$ cat src/core/twbs_pkg.sv
package twbs_pkg;
  localparam int CLK_NS = 25;
  localparam int WD_TICK_NS = 30500;
  localparam int WD_TICK_CYC = (WD_TICK_NS / CLK_NS < 1) ? 1 : WD_TICK_NS / CLK_NS;
  localparam longint SUP_TIMEOUT_NS = 64'd1600000000;
  localparam int SUP_TIMEOUT_CYC = int'(SUP_TIMEOUT_NS / CLK_NS);
  localparam logic [7:0] ADDR_IDX = 8'h22;
  localparam logic [7:0] ADDR_DATA = 8'h23;
  localparam logic [7:0] ADDR_FST_RESTART = 8'h65;
  localparam logic [7:0] ADDR_SEC_RESTART = 8'h67;
  localparam logic [7:0] ADDR_SEC_CTRL = 8'h68;
  localparam logic [7:0] ADDR_SEC_EVT = 8'h69;
  localparam logic [7:0] ADDR_SEC_INT_LO = 8'h6A;
  localparam logic [7:0] ADDR_SEC_INT_MID = 8'h6B;
  localparam logic [7:0] ADDR_SEC_INT_HI = 8'h6C;
  localparam logic [7:0] ADDR_SEC_STATE = 8'h6D;
  localparam logic [7:0] IDX_FST_CTRL = 8'h37;
  localparam logic [7:0] IDX_FST_EVT = 8'h38;
  localparam logic [7:0] IDX_FST_INT_LO = 8'h39;
  localparam logic [7:0] IDX_FST_INT_MID = 8'h3A;
  localparam logic [7:0] IDX_FST_INT_HI = 8'h3B;
  localparam logic [7:0] IDX_FST_STATE = 8'h3C;
  localparam int EN_BIT = 6;
  localparam int RESTART_BIT = 6;
  localparam int FLAG_BIT = 7;
  localparam int EVT_LSB = 4;
  localparam logic [7:0] SEC_CTRL_RST = 8'h00;
  localparam logic [7:0] SEC_EVT_RST = 8'h00;
  localparam logic [23:0] SEC_INT_RST = 24'h000000;
  localparam logic [7:0] FST_CTRL_RST = 8'h40;
  localparam logic [7:0] FST_EVT_RST = 8'hD0;
  localparam logic [23:0] FST_INT_RST = 24'h200000;
  localparam logic [3:0] EVT_NMI = 4'hC;
  localparam logic [3:0] EVT_SYSRST = 4'hD;
  typedef struct packed {
    logic [7:0] addr;
    logic wr;
    logic rd;
    logic [7:0] wdata;
  } twbs_io_req_t;
  typedef struct packed {
    logic en;
    logic [23:0] interval;
  } twbs_wd_cfg_t;
  typedef struct packed {
    logic [15:0] irq;
    logic nmi;
    logic sysrst;
  } twbs_evt_t;
endpackage

$ cat src/core/twbs_timer.sv
`timescale 1ns/1ps
module twbs_timer import twbs_pkg::*; #(
  parameter int TICK_CYC = WD_TICK_CYC
) (
  input wire logic clk,
  input wire logic rstn,
  input wire twbs_wd_cfg_t cfg,
  input wire logic restart,
  output logic expire
);
  localparam int PW = (TICK_CYC > 1) ? $clog2(TICK_CYC) : 1;
  logic [PW-1:0] pre_r;
  logic [23:0] cnt_r;
  logic fired_r;
  logic expire_r;
  wire tick = cfg.en && (pre_r == PW'(TICK_CYC - 1));
  wire [23:0] cnt_inc = cnt_r + 24'h000001;
  // holds after firing so the event goes out only once per restart or re-enable
  wire hit = tick && !fired_r && !restart && (cnt_inc >= cfg.interval);
  assign expire = expire_r;
  always_ff @(posedge clk or negedge rstn) begin
    if (!rstn) begin
      pre_r <= '0;
      cnt_r <= 24'h000000;
      fired_r <= 1'b0;
      expire_r <= 1'b0;
    end else begin
      expire_r <= hit;
      if (restart || !cfg.en) begin
        pre_r <= '0;
        cnt_r <= 24'h000000;
        fired_r <= 1'b0;
      end else begin
        pre_r <= tick ? '0 : pre_r + PW'(1);
        if (tick && !fired_r) begin
          cnt_r <= cnt_inc;
        end
        if (hit) begin
          fired_r <= 1'b1;
        end
      end
    end
  end
endmodule

$ cat src/core/twbs_supervisor.sv
`timescale 1ns/1ps
module twbs_supervisor import twbs_pkg::*; #(
  parameter int TIMEOUT_CYC = SUP_TIMEOUT_CYC,
  parameter logic STRAP_DIS_LEVEL = 1'b1
) (
  input wire logic clk,
  input wire logic rstn,
  input wire logic svc_line,
  input wire logic en_line,
  input wire logic clr_line,
  input wire logic supervisor_wd_strap,
  input wire logic backup_enable_strap,
  input wire logic main_boot_return_strap,
  input wire logic isolated_reset_strap,
  input wire logic isolated_reset,
  input wire logic reset_pushbutton,
  input wire logic ext_restart,
  output logic state,
  output logic boot_backup,
  output logic module_restart
);
  localparam int CW = $clog2(TIMEOUT_CYC + 1);
  logic [CW-1:0] cnt_r;
  logic svc_d_r;
  logic state_r;
  logic backup_r;
  logic ret_pend_r;
  logic restart_r;
  wire strap_dis = (supervisor_wd_strap == STRAP_DIS_LEVEL);
  wire sup_en = en_line && !strap_dis;
  wire svc = svc_line && !svc_d_r;
  wire expire = sup_en && !svc && (cnt_r == CW'(TIMEOUT_CYC - 1));
  wire restart_any = expire || ext_restart;
  wire ret_now = reset_pushbutton || (isolated_reset && isolated_reset_strap);
  wire ret_arm = main_boot_return_strap || !clr_line;
  assign state = state_r;
  assign boot_backup = backup_r;
  assign module_restart = restart_r;
  always_ff @(posedge clk or negedge rstn) begin
    if (!rstn) begin
      cnt_r <= '0;
      svc_d_r <= 1'b0;
      restart_r <= 1'b0;
    end else begin
      svc_d_r <= svc_line;
      restart_r <= expire;
      cnt_r <= (!sup_en || svc || expire) ? '0 : cnt_r + CW'(1);
    end
  end
  // latched state, set wins over clear
  always_ff @(posedge clk or negedge rstn) begin
    if (!rstn) begin
      state_r <= 1'b0;
    end else begin
      state_r <= expire || (state_r && clr_line);
    end
  end
  always_ff @(posedge clk or negedge rstn) begin
    if (!rstn) begin
      backup_r <= 1'b0;
      ret_pend_r <= 1'b0;
    end else begin
      if (ret_now) begin
        backup_r <= 1'b0;
        ret_pend_r <= 1'b0;
      end else if (restart_any && (ret_pend_r || ret_arm)) begin
        backup_r <= 1'b0;
        ret_pend_r <= 1'b0;
      end else begin
        if (expire && backup_enable_strap) begin
          backup_r <= 1'b1;
        end
        if (!backup_enable_strap) begin
          backup_r <= 1'b0;
        end
        ret_pend_r <= ret_pend_r || ret_arm;
      end
    end
  end
endmodule

$ cat src/core/twbs_top.sv
`timescale 1ns/1ps
module twbs_top import twbs_pkg::*; #(
  parameter int TICK_CYC = WD_TICK_CYC,
  parameter int SUP_TIMEOUT = SUP_TIMEOUT_CYC,
  parameter logic STRAP_DIS_LEVEL = 1'b1
) (
  input wire logic clk,
  input wire logic rstn,
  input wire twbs_io_req_t io_req,
  output logic [7:0] io_rdata,
  output twbs_evt_t wd_evt,
  input wire logic general_io_port_b_line1,
  input wire logic general_io_port_b_line2,
  input wire logic general_io_port_b_line3,
  output logic general_io_port_b_line4,
  input wire logic supervisor_wd_strap,
  input wire logic backup_enable_strap,
  input wire logic main_boot_return_strap,
  input wire logic isolated_reset_strap,
  input wire logic isolated_reset,
  input wire logic reset_pushbutton,
  output logic boot_backup,
  output logic module_restart,
  output logic indicator_header
);
  logic [7:0] idx_r;
  logic [7:0] rdata_r;
  logic sec_en_r;
  logic [3:0] sec_evt_r;
  logic [23:0] sec_int_r;
  logic sec_flag_r;
  logic fst_en_r;
  logic [3:0] fst_evt_r;
  logic [23:0] fst_int_r;
  logic fst_flag_r;
  twbs_evt_t evt_r;
  twbs_evt_t evt_nxt;
  logic sec_expire;
  logic fst_expire;
  logic sup_state;
  logic sup_backup;
  logic sup_restart;

  // write strobes, direct ports
  wire wr = io_req.wr;
  wire [7:0] wd = io_req.wdata;
  wire wr_idx = wr && (io_req.addr == ADDR_IDX);
  wire wr_data = wr && (io_req.addr == ADDR_DATA);
  wire wr_sec_ctrl = wr && (io_req.addr == ADDR_SEC_CTRL);
  wire wr_sec_evt = wr && (io_req.addr == ADDR_SEC_EVT);
  wire wr_sec_lo = wr && (io_req.addr == ADDR_SEC_INT_LO);
  wire wr_sec_mid = wr && (io_req.addr == ADDR_SEC_INT_MID);
  wire wr_sec_hi = wr && (io_req.addr == ADDR_SEC_INT_HI);
  wire wr_sec_state = wr && (io_req.addr == ADDR_SEC_STATE);

  // indirect writes through the data port
  wire wr_fst_ctrl = wr_data && (idx_r == IDX_FST_CTRL);
  wire wr_fst_evt = wr_data && (idx_r == IDX_FST_EVT);
  wire wr_fst_lo = wr_data && (idx_r == IDX_FST_INT_LO);
  wire wr_fst_mid = wr_data && (idx_r == IDX_FST_INT_MID);
  wire wr_fst_hi = wr_data && (idx_r == IDX_FST_INT_HI);
  wire wr_fst_state = wr_data && (idx_r == IDX_FST_STATE);

  wire sec_restart = wr && (io_req.addr == ADDR_SEC_RESTART);
  wire fst_restart = (wr_fst_state && wd[RESTART_BIT]) || (wr && (io_req.addr == ADDR_FST_RESTART));

  wire sec_clr = wr_sec_state && wd[FLAG_BIT];
  wire fst_clr = wr_fst_state && wd[FLAG_BIT];

  wire twbs_wd_cfg_t sec_cfg = '{en: sec_en_r, interval: sec_int_r};
  wire twbs_wd_cfg_t fst_cfg = '{en: fst_en_r, interval: fst_int_r};

  // reserved bits forced to zero on read
  wire [7:0] sec_ctrl_rd = {1'b0, sec_en_r, 6'h00};
  wire [7:0] sec_evt_rd = {sec_evt_r, 4'h0};
  wire [7:0] sec_state_rd = {sec_flag_r, 7'h00};
  wire [7:0] fst_ctrl_rd = {1'b0, fst_en_r, 6'h00};
  wire [7:0] fst_evt_rd = {fst_evt_r, 4'h0};
  // bit 6 is write-only, so it never reads back
  wire [7:0] fst_state_rd = {fst_flag_r, 7'h00};

  wire [7:0] ind_rd =
    (idx_r == IDX_FST_CTRL) ? fst_ctrl_rd :
    (idx_r == IDX_FST_EVT) ? fst_evt_rd :
    (idx_r == IDX_FST_INT_LO) ? fst_int_r[7:0] :
    (idx_r == IDX_FST_INT_MID) ? fst_int_r[15:8] :
    (idx_r == IDX_FST_INT_HI) ? fst_int_r[23:16] :
    (idx_r == IDX_FST_STATE) ? fst_state_rd : 8'h00;

  // restart port reads zero, as does anything unmapped
  wire [7:0] rd_val =
    (io_req.addr == ADDR_IDX) ? idx_r :
    (io_req.addr == ADDR_DATA) ? ind_rd :
    (io_req.addr == ADDR_SEC_CTRL) ? sec_ctrl_rd :
    (io_req.addr == ADDR_SEC_EVT) ? sec_evt_rd :
    (io_req.addr == ADDR_SEC_INT_LO) ? sec_int_r[7:0] :
    (io_req.addr == ADDR_SEC_INT_MID) ? sec_int_r[15:8] :
    (io_req.addr == ADDR_SEC_INT_HI) ? sec_int_r[23:16] :
    (io_req.addr == ADDR_SEC_STATE) ? sec_state_rd : 8'h00;

  function automatic twbs_evt_t evt_decode(input logic [3:0] sel);
    twbs_evt_t e;
    e = '0;
    case (sel)
      4'h1: e.irq[3] = 1'b1;
      4'h2: e.irq[4] = 1'b1;
      4'h3: e.irq[5] = 1'b1;
      4'h4: e.irq[6] = 1'b1;
      4'h5: e.irq[7] = 1'b1;
      4'h6: e.irq[9] = 1'b1;
      4'h7: e.irq[10] = 1'b1;
      4'h8: e.irq[11] = 1'b1;
      4'h9: e.irq[12] = 1'b1;
      4'hA: e.irq[14] = 1'b1;
      4'hB: e.irq[15] = 1'b1;
      EVT_NMI: e.nmi = 1'b1;
      EVT_SYSRST: e.sysrst = 1'b1;
      // reserved codes raise nothing
      default: e = '0;
    endcase
    return e;
  endfunction

  // both timers may fire in one cycle, so events merge
  wire twbs_evt_t sec_evt_dec = sec_expire ? evt_decode(sec_evt_r) : twbs_evt_t'('0);
  wire twbs_evt_t fst_evt_dec = fst_expire ? evt_decode(fst_evt_r) : twbs_evt_t'('0);
  assign evt_nxt = sec_evt_dec | fst_evt_dec;

  assign io_rdata = rdata_r;
  assign wd_evt = evt_r;
  assign general_io_port_b_line4 = sup_state;
  assign boot_backup = sup_backup;
  assign module_restart = sup_restart;
  assign indicator_header = sup_state || sup_backup;

  always_ff @(posedge clk or negedge rstn) begin
    if (!rstn) begin
      idx_r <= 8'h00;
      rdata_r <= 8'h00;
      evt_r <= '0;
    end else begin
      if (wr_idx) begin
        idx_r <= wd;
      end
      if (io_req.rd) begin
        rdata_r <= rd_val;
      end
      evt_r <= evt_nxt;
    end
  end

  always_ff @(posedge clk or negedge rstn) begin
    if (!rstn) begin
      sec_en_r <= SEC_CTRL_RST[EN_BIT];
      sec_evt_r <= SEC_EVT_RST[7:EVT_LSB];
      sec_int_r <= SEC_INT_RST;
    end else begin
      if (wr_sec_ctrl) begin
        sec_en_r <= wd[EN_BIT];
      end
      if (wr_sec_evt) begin
        sec_evt_r <= wd[7:EVT_LSB];
      end
      if (wr_sec_lo) begin
        sec_int_r[7:0] <= wd;
      end
      if (wr_sec_mid) begin
        sec_int_r[15:8] <= wd;
      end
      if (wr_sec_hi) begin
        sec_int_r[23:16] <= wd;
      end
    end
  end

  // first timer registers behind the index
  always_ff @(posedge clk or negedge rstn) begin
    if (!rstn) begin
      fst_en_r <= FST_CTRL_RST[EN_BIT];
      fst_evt_r <= FST_EVT_RST[7:EVT_LSB];
      fst_int_r <= FST_INT_RST;
    end else begin
      if (wr_fst_ctrl) begin
        fst_en_r <= wd[EN_BIT];
      end
      if (wr_fst_evt) begin
        fst_evt_r <= wd[7:EVT_LSB];
      end
      if (wr_fst_lo) begin
        fst_int_r[7:0] <= wd;
      end
      if (wr_fst_mid) begin
        fst_int_r[15:8] <= wd;
      end
      if (wr_fst_hi) begin
        fst_int_r[23:16] <= wd;
      end
    end
  end

  // sticky flags, expiry beats a same-cycle clear
  always_ff @(posedge clk or negedge rstn) begin
    if (!rstn) begin
      sec_flag_r <= 1'b0;
      fst_flag_r <= 1'b0;
    end else begin
      sec_flag_r <= sec_expire || (sec_flag_r && !sec_clr);
      fst_flag_r <= fst_expire || (fst_flag_r && !fst_clr);
    end
  end

  twbs_timer #(.TICK_CYC(TICK_CYC)) u_sec (
    .clk(clk),
    .rstn(rstn),
    .cfg(sec_cfg),
    .restart(sec_restart),
    .expire(sec_expire)
  );

  twbs_timer #(.TICK_CYC(TICK_CYC)) u_fst (
    .clk(clk),
    .rstn(rstn),
    .cfg(fst_cfg),
    .restart(fst_restart),
    .expire(fst_expire)
  );

  // supervisor; system reset events also count as a restart for the return to main boot
  twbs_supervisor #(.TIMEOUT_CYC(SUP_TIMEOUT), .STRAP_DIS_LEVEL(STRAP_DIS_LEVEL)) u_sup (
    .clk(clk),
    .rstn(rstn),
    .svc_line(general_io_port_b_line1),
    .en_line(general_io_port_b_line2),
    .clr_line(general_io_port_b_line3),
    .supervisor_wd_strap(supervisor_wd_strap),
    .backup_enable_strap(backup_enable_strap),
    .main_boot_return_strap(main_boot_return_strap),
    .isolated_reset_strap(isolated_reset_strap),
    .isolated_reset(isolated_reset),
    .reset_pushbutton(reset_pushbutton),
    .ext_restart(evt_r.sysrst),
    .state(sup_state),
    .boot_backup(sup_backup),
    .module_restart(sup_restart)
  );
endmodule

$ cat config.mk
export PLATFORM = sky130hd
export DESIGN_NAME = twbs_top
export DESIGN_NICKNAME = d
export VERILOG_FILES = /design/src/core/twbs_pkg.sv /design/src/core/twbs_timer.sv /design/src/core/twbs_supervisor.sv /design/src/core/twbs_top.sv
export SDC_FILE = /design/constraint.sdc
export NUM_CORES = 1
export LEC_CHECK = 0
export CAP_MARGIN = 20
export CORE_MARGIN = 5
export CORE_UTILIZATION = 30
export CTS_CLUSTER_SIZE = 40
export DETAILED_ROUTE_END_ITERATION = 8
export DONT_BUFFER_PORTS = 1
export PLACE_DENSITY_LB_ADDON = 0.08
export SYNTH_ARGS = -nofsm -noshare
export SYNTH_HDL_FRONTEND = slang
export SYNTH_SLANG_ARGS = --single-unit
export TNS_END_PERCENT = 100
$ cat constraint.sdc
create_clock -name clk -period 3.7 [get_ports clk]
set_clock_uncertainty 0.2 [all_clocks]
set_input_delay 0.555 -clock clk [delete_from_list [all_inputs] [get_ports clk]]
set_output_delay 0.555 -clock clk [all_outputs]
set_load 0.01 [all_outputs]
* Yosys cells after proc, flatten, opt, wreduce, memory -nomap -nowiden
Index checks and enable logic that the tools add are counted.
** Operators by class
- Add/sub/neg operators :: 5
- Order comparisons :: 2
- Equal/unequal tests :: 46
- Muxes and demuxes :: 61
- Bitwise logic cells :: 1
- Reductions and logical operators :: 67
** Operators by type and width (count)
- $mux W8 :: 14
- $mux W24 :: 4
- $eq A8 B6 Y1 const B :: 8
- $eq A8 B7 Y1 const B :: 8
- $add A24 B1 Y24 const B :: 2
- $eq A4 B4 Y1 const B :: 12
- $ge A24 B24 Y1 :: 2
- $mux W11 :: 4
- $logic_and A1 B1 Y1 :: 37
- $mux W1 :: 36
- $mux W18 :: 2
- $eq A4 B3 Y1 const B :: 8
- $add A26 B1 Y26 const B :: 1
- $eq A26 B26 Y1 const B :: 1
- $mux W26 :: 1
- $add A11 B1 Y11 const B :: 2
- $eq A11 B11 Y1 const B :: 2
- $or A18 B18 Y18 :: 1
- $eq A4 B2 Y1 const B :: 4
- $logic_not A1 Y1 :: 13
- $logic_or A1 B1 Y1 :: 13
- $eq A4 B1 Y1 const B :: 2
- $reduce_bool A2 Y1 :: 4
- $ne A4 B1 Y1 const B :: 1
** Storage, ports and cells
- Register bits :: 199
- Input port bits :: 29
- Output and inout port bits :: 30
- Logic and storage cells :: 213

* Logic depth before layout (Yosys ltp)
- Word-level depth :: 10
- Depth in mapped cells :: 14
- Mapped depth without buffers :: 13

* By module
A second synthesis with hierarchy kept.
** Unflattened totals
- Cell total of the unflattened synthesis :: 1159
- Area total of the unflattened synthesis :: 11607.4 sq um
** Modules (own cells, without submodules)
- twbs_timer :: times used 2, cells an instance 317, area each 2894.0 sq um, seq. area each 925.9 sq um
- twbs_top :: times used 1, cells an instance 365, area each 4289.1 sq um, seq. area each 2233.4 sq um
- twbs_supervisor :: times used 1, cells an instance 160, area each 1530.2 sq um, seq. area each 775.7 sq um

* Worst setup path after synthesis
No wires, ideal clock.
- Path kind :: register -> register
- Start point :: register u_fst.cnt_r[2]
- End point :: register u_fst.fired_r
- Setup time :: 0.119 ns
- Arrival time :: 2.674 ns
- Required time :: 3.381 ns
- Setup slack :: 0.707 ns
- Stages on the path, launching flop included :: 14
- Path buffers :: 0
- Period minus slack after synthesis :: 2.993 ns
- Cell sequence :: dfrtp_1 > and3_1 > nand4_1 > nor2_1 > nand2_1 > xor2_1 > inv_1 > ha_1 > a211oi_1 > nor2_1 > nor3_1 > nand3_1 > o21a_1 > o21ba_2
** Between the ends
- Word-level cells in the longest chain between the ends :: 4
** RTL lines
- start, declared :: RTL line twbs_timer.sv:13 : logic [23:0] cnt_r;
- start signal, assigned :: RTL line twbs_timer.sv:36 : cnt_r <= cnt_inc;
- $add A24 B1 Y24 :: RTL line twbs_timer.sv:17 : wire [23:0] cnt_inc = cnt_r + 24'h000001;
- $ge A24 B24 Y1 :: RTL line twbs_timer.sv:19 : wire hit = tick && !fired_r && !restart && (cnt_inc >= cfg.interval);
- $logic_and A1 B1 Y1 :: RTL line twbs_timer.sv:19
- named net u_fst.hit :: RTL line twbs_timer.sv:19
- $reduce_bool A2 Y1 (no line)
- end signal, assigned :: RTL line twbs_timer.sv:25 : fired_r <= 1'b0;
- end signal, assigned :: RTL line twbs_timer.sv:32 : fired_r <= 1'b0;
- end signal, assigned :: RTL line twbs_timer.sv:39 : fired_r <= 1'b1;
- end, declared :: RTL line twbs_timer.sv:14 : logic fired_r;
The timed path passes the listed nets, and every way through them passes these cells.
A chain may end at the register's enable or synchronous reset.

* Worst setup path after layout
- Start point :: register u_sec.cnt_r[2]
- End point :: register u_sec.fired_r
** Between the ends
- Word-level cells in the longest chain between the ends :: 4
** RTL lines (RTL line)
- start, declared :: twbs_timer.sv:13
- start signal, assigned :: twbs_timer.sv:36
- $add A24 B1 Y24 :: twbs_timer.sv:17
- $ge A24 B24 Y1 :: twbs_timer.sv:19
- $logic_and A1 B1 Y1 :: twbs_timer.sv:19
- $reduce_bool A2 Y1 (no line)
- end signal, assigned :: twbs_timer.sv:25
- end signal, assigned :: twbs_timer.sv:32
- end signal, assigned :: twbs_timer.sv:39
- end, declared :: twbs_timer.sv:14
Every way passes these cells.

==> flow_summary.ini <==
[outcome]
status = finished, violations left
failed_checks = hold timing

[yosys]
synth-edff-count = 0
synth_area_um2 = 10800
synth-seq-cells = 194
ys_types = 78
synth_cells = 1148
async_flop_share_pct = 100
ys.flop_type = dfrtp_1
seq_area_frac_synth_pct = 44.9
syn_avg_cell_area_um2 = 9.43
ys_warn_count = 0

[setup_path]
slowest_delay_ns = 0.44
endpoint_kind = register
crit_fanout = 9
cp_cell_sequence = and4_1 > and4_1 > nand4_1 > xnor2_1 > ha_1 > and3_1 > a221oi_1 > o211ai_1 > a31o_2 > nand3_1 > o211ai_1
critPathLaunchType = register
cp.arrival_ns = 3.33
crit_required_ns = 3.81
crit_path_top_delay_cell = dfrtp_1
worst-setup-path-type = register to register

[sta]
max_freq_mhz = 310
finalSetupViolations = 0
setup-tns-final_ns = 0
worst-slew-pin-transition_ns = 1.01
maxSlewViolCount = 0
finalCriticalPeriod_ns = 3.22
rsz0062_at_grt = false
period_share_pct = 87.1
maxSlewHeadroom_pct = 33.0
hold_viol = 194
holdWs_ns = -0.391

[global_routing]
antenna_found_initial = 0
first_global_vias = 8072
grt_max_degree = 195
grt_usage_pct = 14.7
gr-total-overflow = 0
grt_first_pass_wirelength_um = 45800

[cts]
cts_buffer_depth = 2
cts_sinks = 194
numCtsBuffers = 17
ctsHoldBuffers = 4
htree_levels = 4
cts_tree = built
clk_pin_slew_ns = 0.07
clk-insertion-delay-late_ns = 0.44
root_buffer = clkbuf_16

[detailed_routing]
detail_route.wl_per_cell_um = 17.7
wl_met2_um = 12100
highest_layer = met4
wl_met1_um = 14800
drc = 0
ant_nets = 0
wl_met3_um = 1400
routed_wl_um = 28500
vias = 8084
via_per_inst = 5.02
drt_iter0_markers = 508
first_pass_iters = 4

[final_layout]
final_area_um2 = 12000
nets = 1219
insertedDiodeCount = 0
utilization_pct = 33.6
drive_gt1_share_pct = 8.35
syn2layout_area_growth_pct = 10.6

[die]
num_io_pins = 59
dieArea_um2 = 40000
die_w_um = 200
initial_utilization_pct = 30.4
dieHeight_um = 200
rows = 69
core-area_um2 = 35600

[place]
place_congestion = 0.777
port_buffers = 0
postPlaceCellArea_um2 = 11300
hpwl_um = 20400

[power_and_ir_drop]
vdd_ir_drop_max_v = 0.000245
power.density_nw_per_um2 = 368
p_leak_nw = 5.34

[worst_hold_path]
hold_class = primary input to async pin

[run]
drv_cap = 0
## state kept, by name, summed over array words and instances, names as in the netlist, 4 cells and up
register / count
fst_int_r: 24
io_rdata: 8
u_sec.cnt_r: 24
u_sec.pre_r: 11
sec_evt_r: 4
idx_r: 8
u_sup.cnt_r: 26
u_fst.cnt_r: 24
fst_evt_r: 4
u_fst.pre_r: 11
sec_int_r: 24
wd_evt: 13
## layer usage
layer  vias up  GRT usage, %
met5         -             0
met4         0          3.95
met3        16          3.58
met2       114          21.5
met1      3925          21.6
li1       4029             -
## power by group
| part | internal [mW] | leakage [nW] | switching, mW |
|---|---|---|---|
| clock | 1.20 | 0.302 | 0.854 |
| combinational | 0.0644 | 2.59 | 0.0926 |
| sequential | 2.16 | 2.45 | 0.0352 |
| total | 3.42 | 5.34 | 0.982 |
## path summary, 6_finish.rpt
check | start | endpoint | slack [ns] | cells after the start
worst max-delay path | u_sec.cnt_r[2] | u_sec.fired_r | 0.48 | 11
worst min-delay path | rstn | u_sup.cnt_r[7] | -0.39 | 0
worst max register to register | u_sec.cnt_r[2] | u_sec.fired_r | 0.48 | 11
worst min register to register | u_fst.pre_r[0] | u_fst.pre_r[0] | 0.29 | 1
max in group asynchronous | rstn | fst_evt_r[0] | 3.35 | 0
min in group clk | io_req[1] | fst_int_r[1] | 0.03 | 2
## cell families after synthesis
kind of cell,Yosys count,share of synthesized area [%]
other cells,1,0.0346
compound gates,255,15.3
xor+xnor,84,6.80
flops,194,44.9
fa+ha+maj,53,6.13
buf+inv,116,4.49
mux,22,2.69
simple gates,423,19.7
## per-stage QoR
| step | cells | worst slack, ns | power (mW) |
|---|---|---|---|
| floorplan | 1152 | 0.707 | 2.36 |
| global placement | 1575 | 0.582 | 2.39 |
| detailed placement | 1575 | 0.490 | 2.39 |
| CTS | 1611 | 0.459 | 4.49 |
| global route | 1611 | 0.172 | 4.58 |
| finish | 1611 | 0.476 | 4.40 |
## synth_stat cells (4+ instances only)
cell | number | area (µm²)
o21a_1 | 5 | 37.5
and4_1 | 6 | 52.6
nor3_1 | 12 | 60.1
nand3_1 | 41 | 205
and2_1 | 8 | 50.1
a21oi_1 | 31 | 155
xor2_1 | 32 | 280
a211oi_1 | 13 | 97.6
dfrtp_1 | 189 | 4730
o211ai_1 | 5 | 37.5
nor2b_1 | 8 | 50.1
nand3b_1 | 9 | 67.6
xnor2_1 | 52 | 455
clkbuf_1 | 32 | 120
dfstp_2 | 5 | 131
ha_1 | 53 | 663
nand4_1 | 24 | 150
a22o_1 | 15 | 131
buf_2 | 16 | 80.1
o41ai_1 | 4 | 35.0
o32ai_1 | 4 | 35.0
a31oi_1 | 16 | 100
nor2_1 | 96 | 360
nand2_1 | 137 | 514
mux2_2 | 15 | 169
o31ai_1 | 10 | 75.1
o22ai_1 | 17 | 106
o21ai_0 | 91 | 455
inv_1 | 61 | 229
nand2b_1 | 22 | 138
or2_2 | 4 | 25.0
buf_4 | 6 | 45.0
a21o_1 | 11 | 82.6
and3_1 | 28 | 175
## repair_timing
action,CTS,global route
gates resized for setup,0,0
endpoints found under the hold margin,198,194
setup endpoints to repair,0,0
setup buffers,0,0
## cell usage in the layout (no fill, tap or decap), drive strengths merged, types with 11 or more instances in the layout
cell type / Yosys / final
a211oi: 13 / 13
a21o: 11 / 11
a21oi: 31 / 31
a22o: 15 / 15
a31oi: 16 / 16
and3: 28 / 28
buf: 23 / 17
clkbuf: 32 / 18
dfrtp: 189 / 189
ha: 53 / 53
inv: 61 / 61
mux2: 18 / 18
nand2: 137 / 137
nand2b: 22 / 22
nand3: 42 / 42
nand4: 24 / 24
nor2: 97 / 97
nor3: 13 / 13
o21ai: 94 / 94
o22ai: 17 / 17
xnor2: 52 / 52
xor2: 32 / 32
## final cells by class
type,count,area [µm²]
clock buffer,18,429
inverter,61,229
fill,3695,23600
clock inverter,14,213
timing repair buffer,21,168
multi-input combinational,842,5490
sequential,194,4860
tap,461,577
## worst max-delay path: cells and delay by family, from the launching register on
family	cells	cell delay [ns]
AND/OR/NAND/NOR	5	1.17
AO/OA/AOI/OAI	4	0.75
flip-flops	1	0.44
adder cells (fa/ha/maj)	1	0.28
XOR/XNOR	1	0.24
Note: power is estimated with default switching activity, not from simulation.
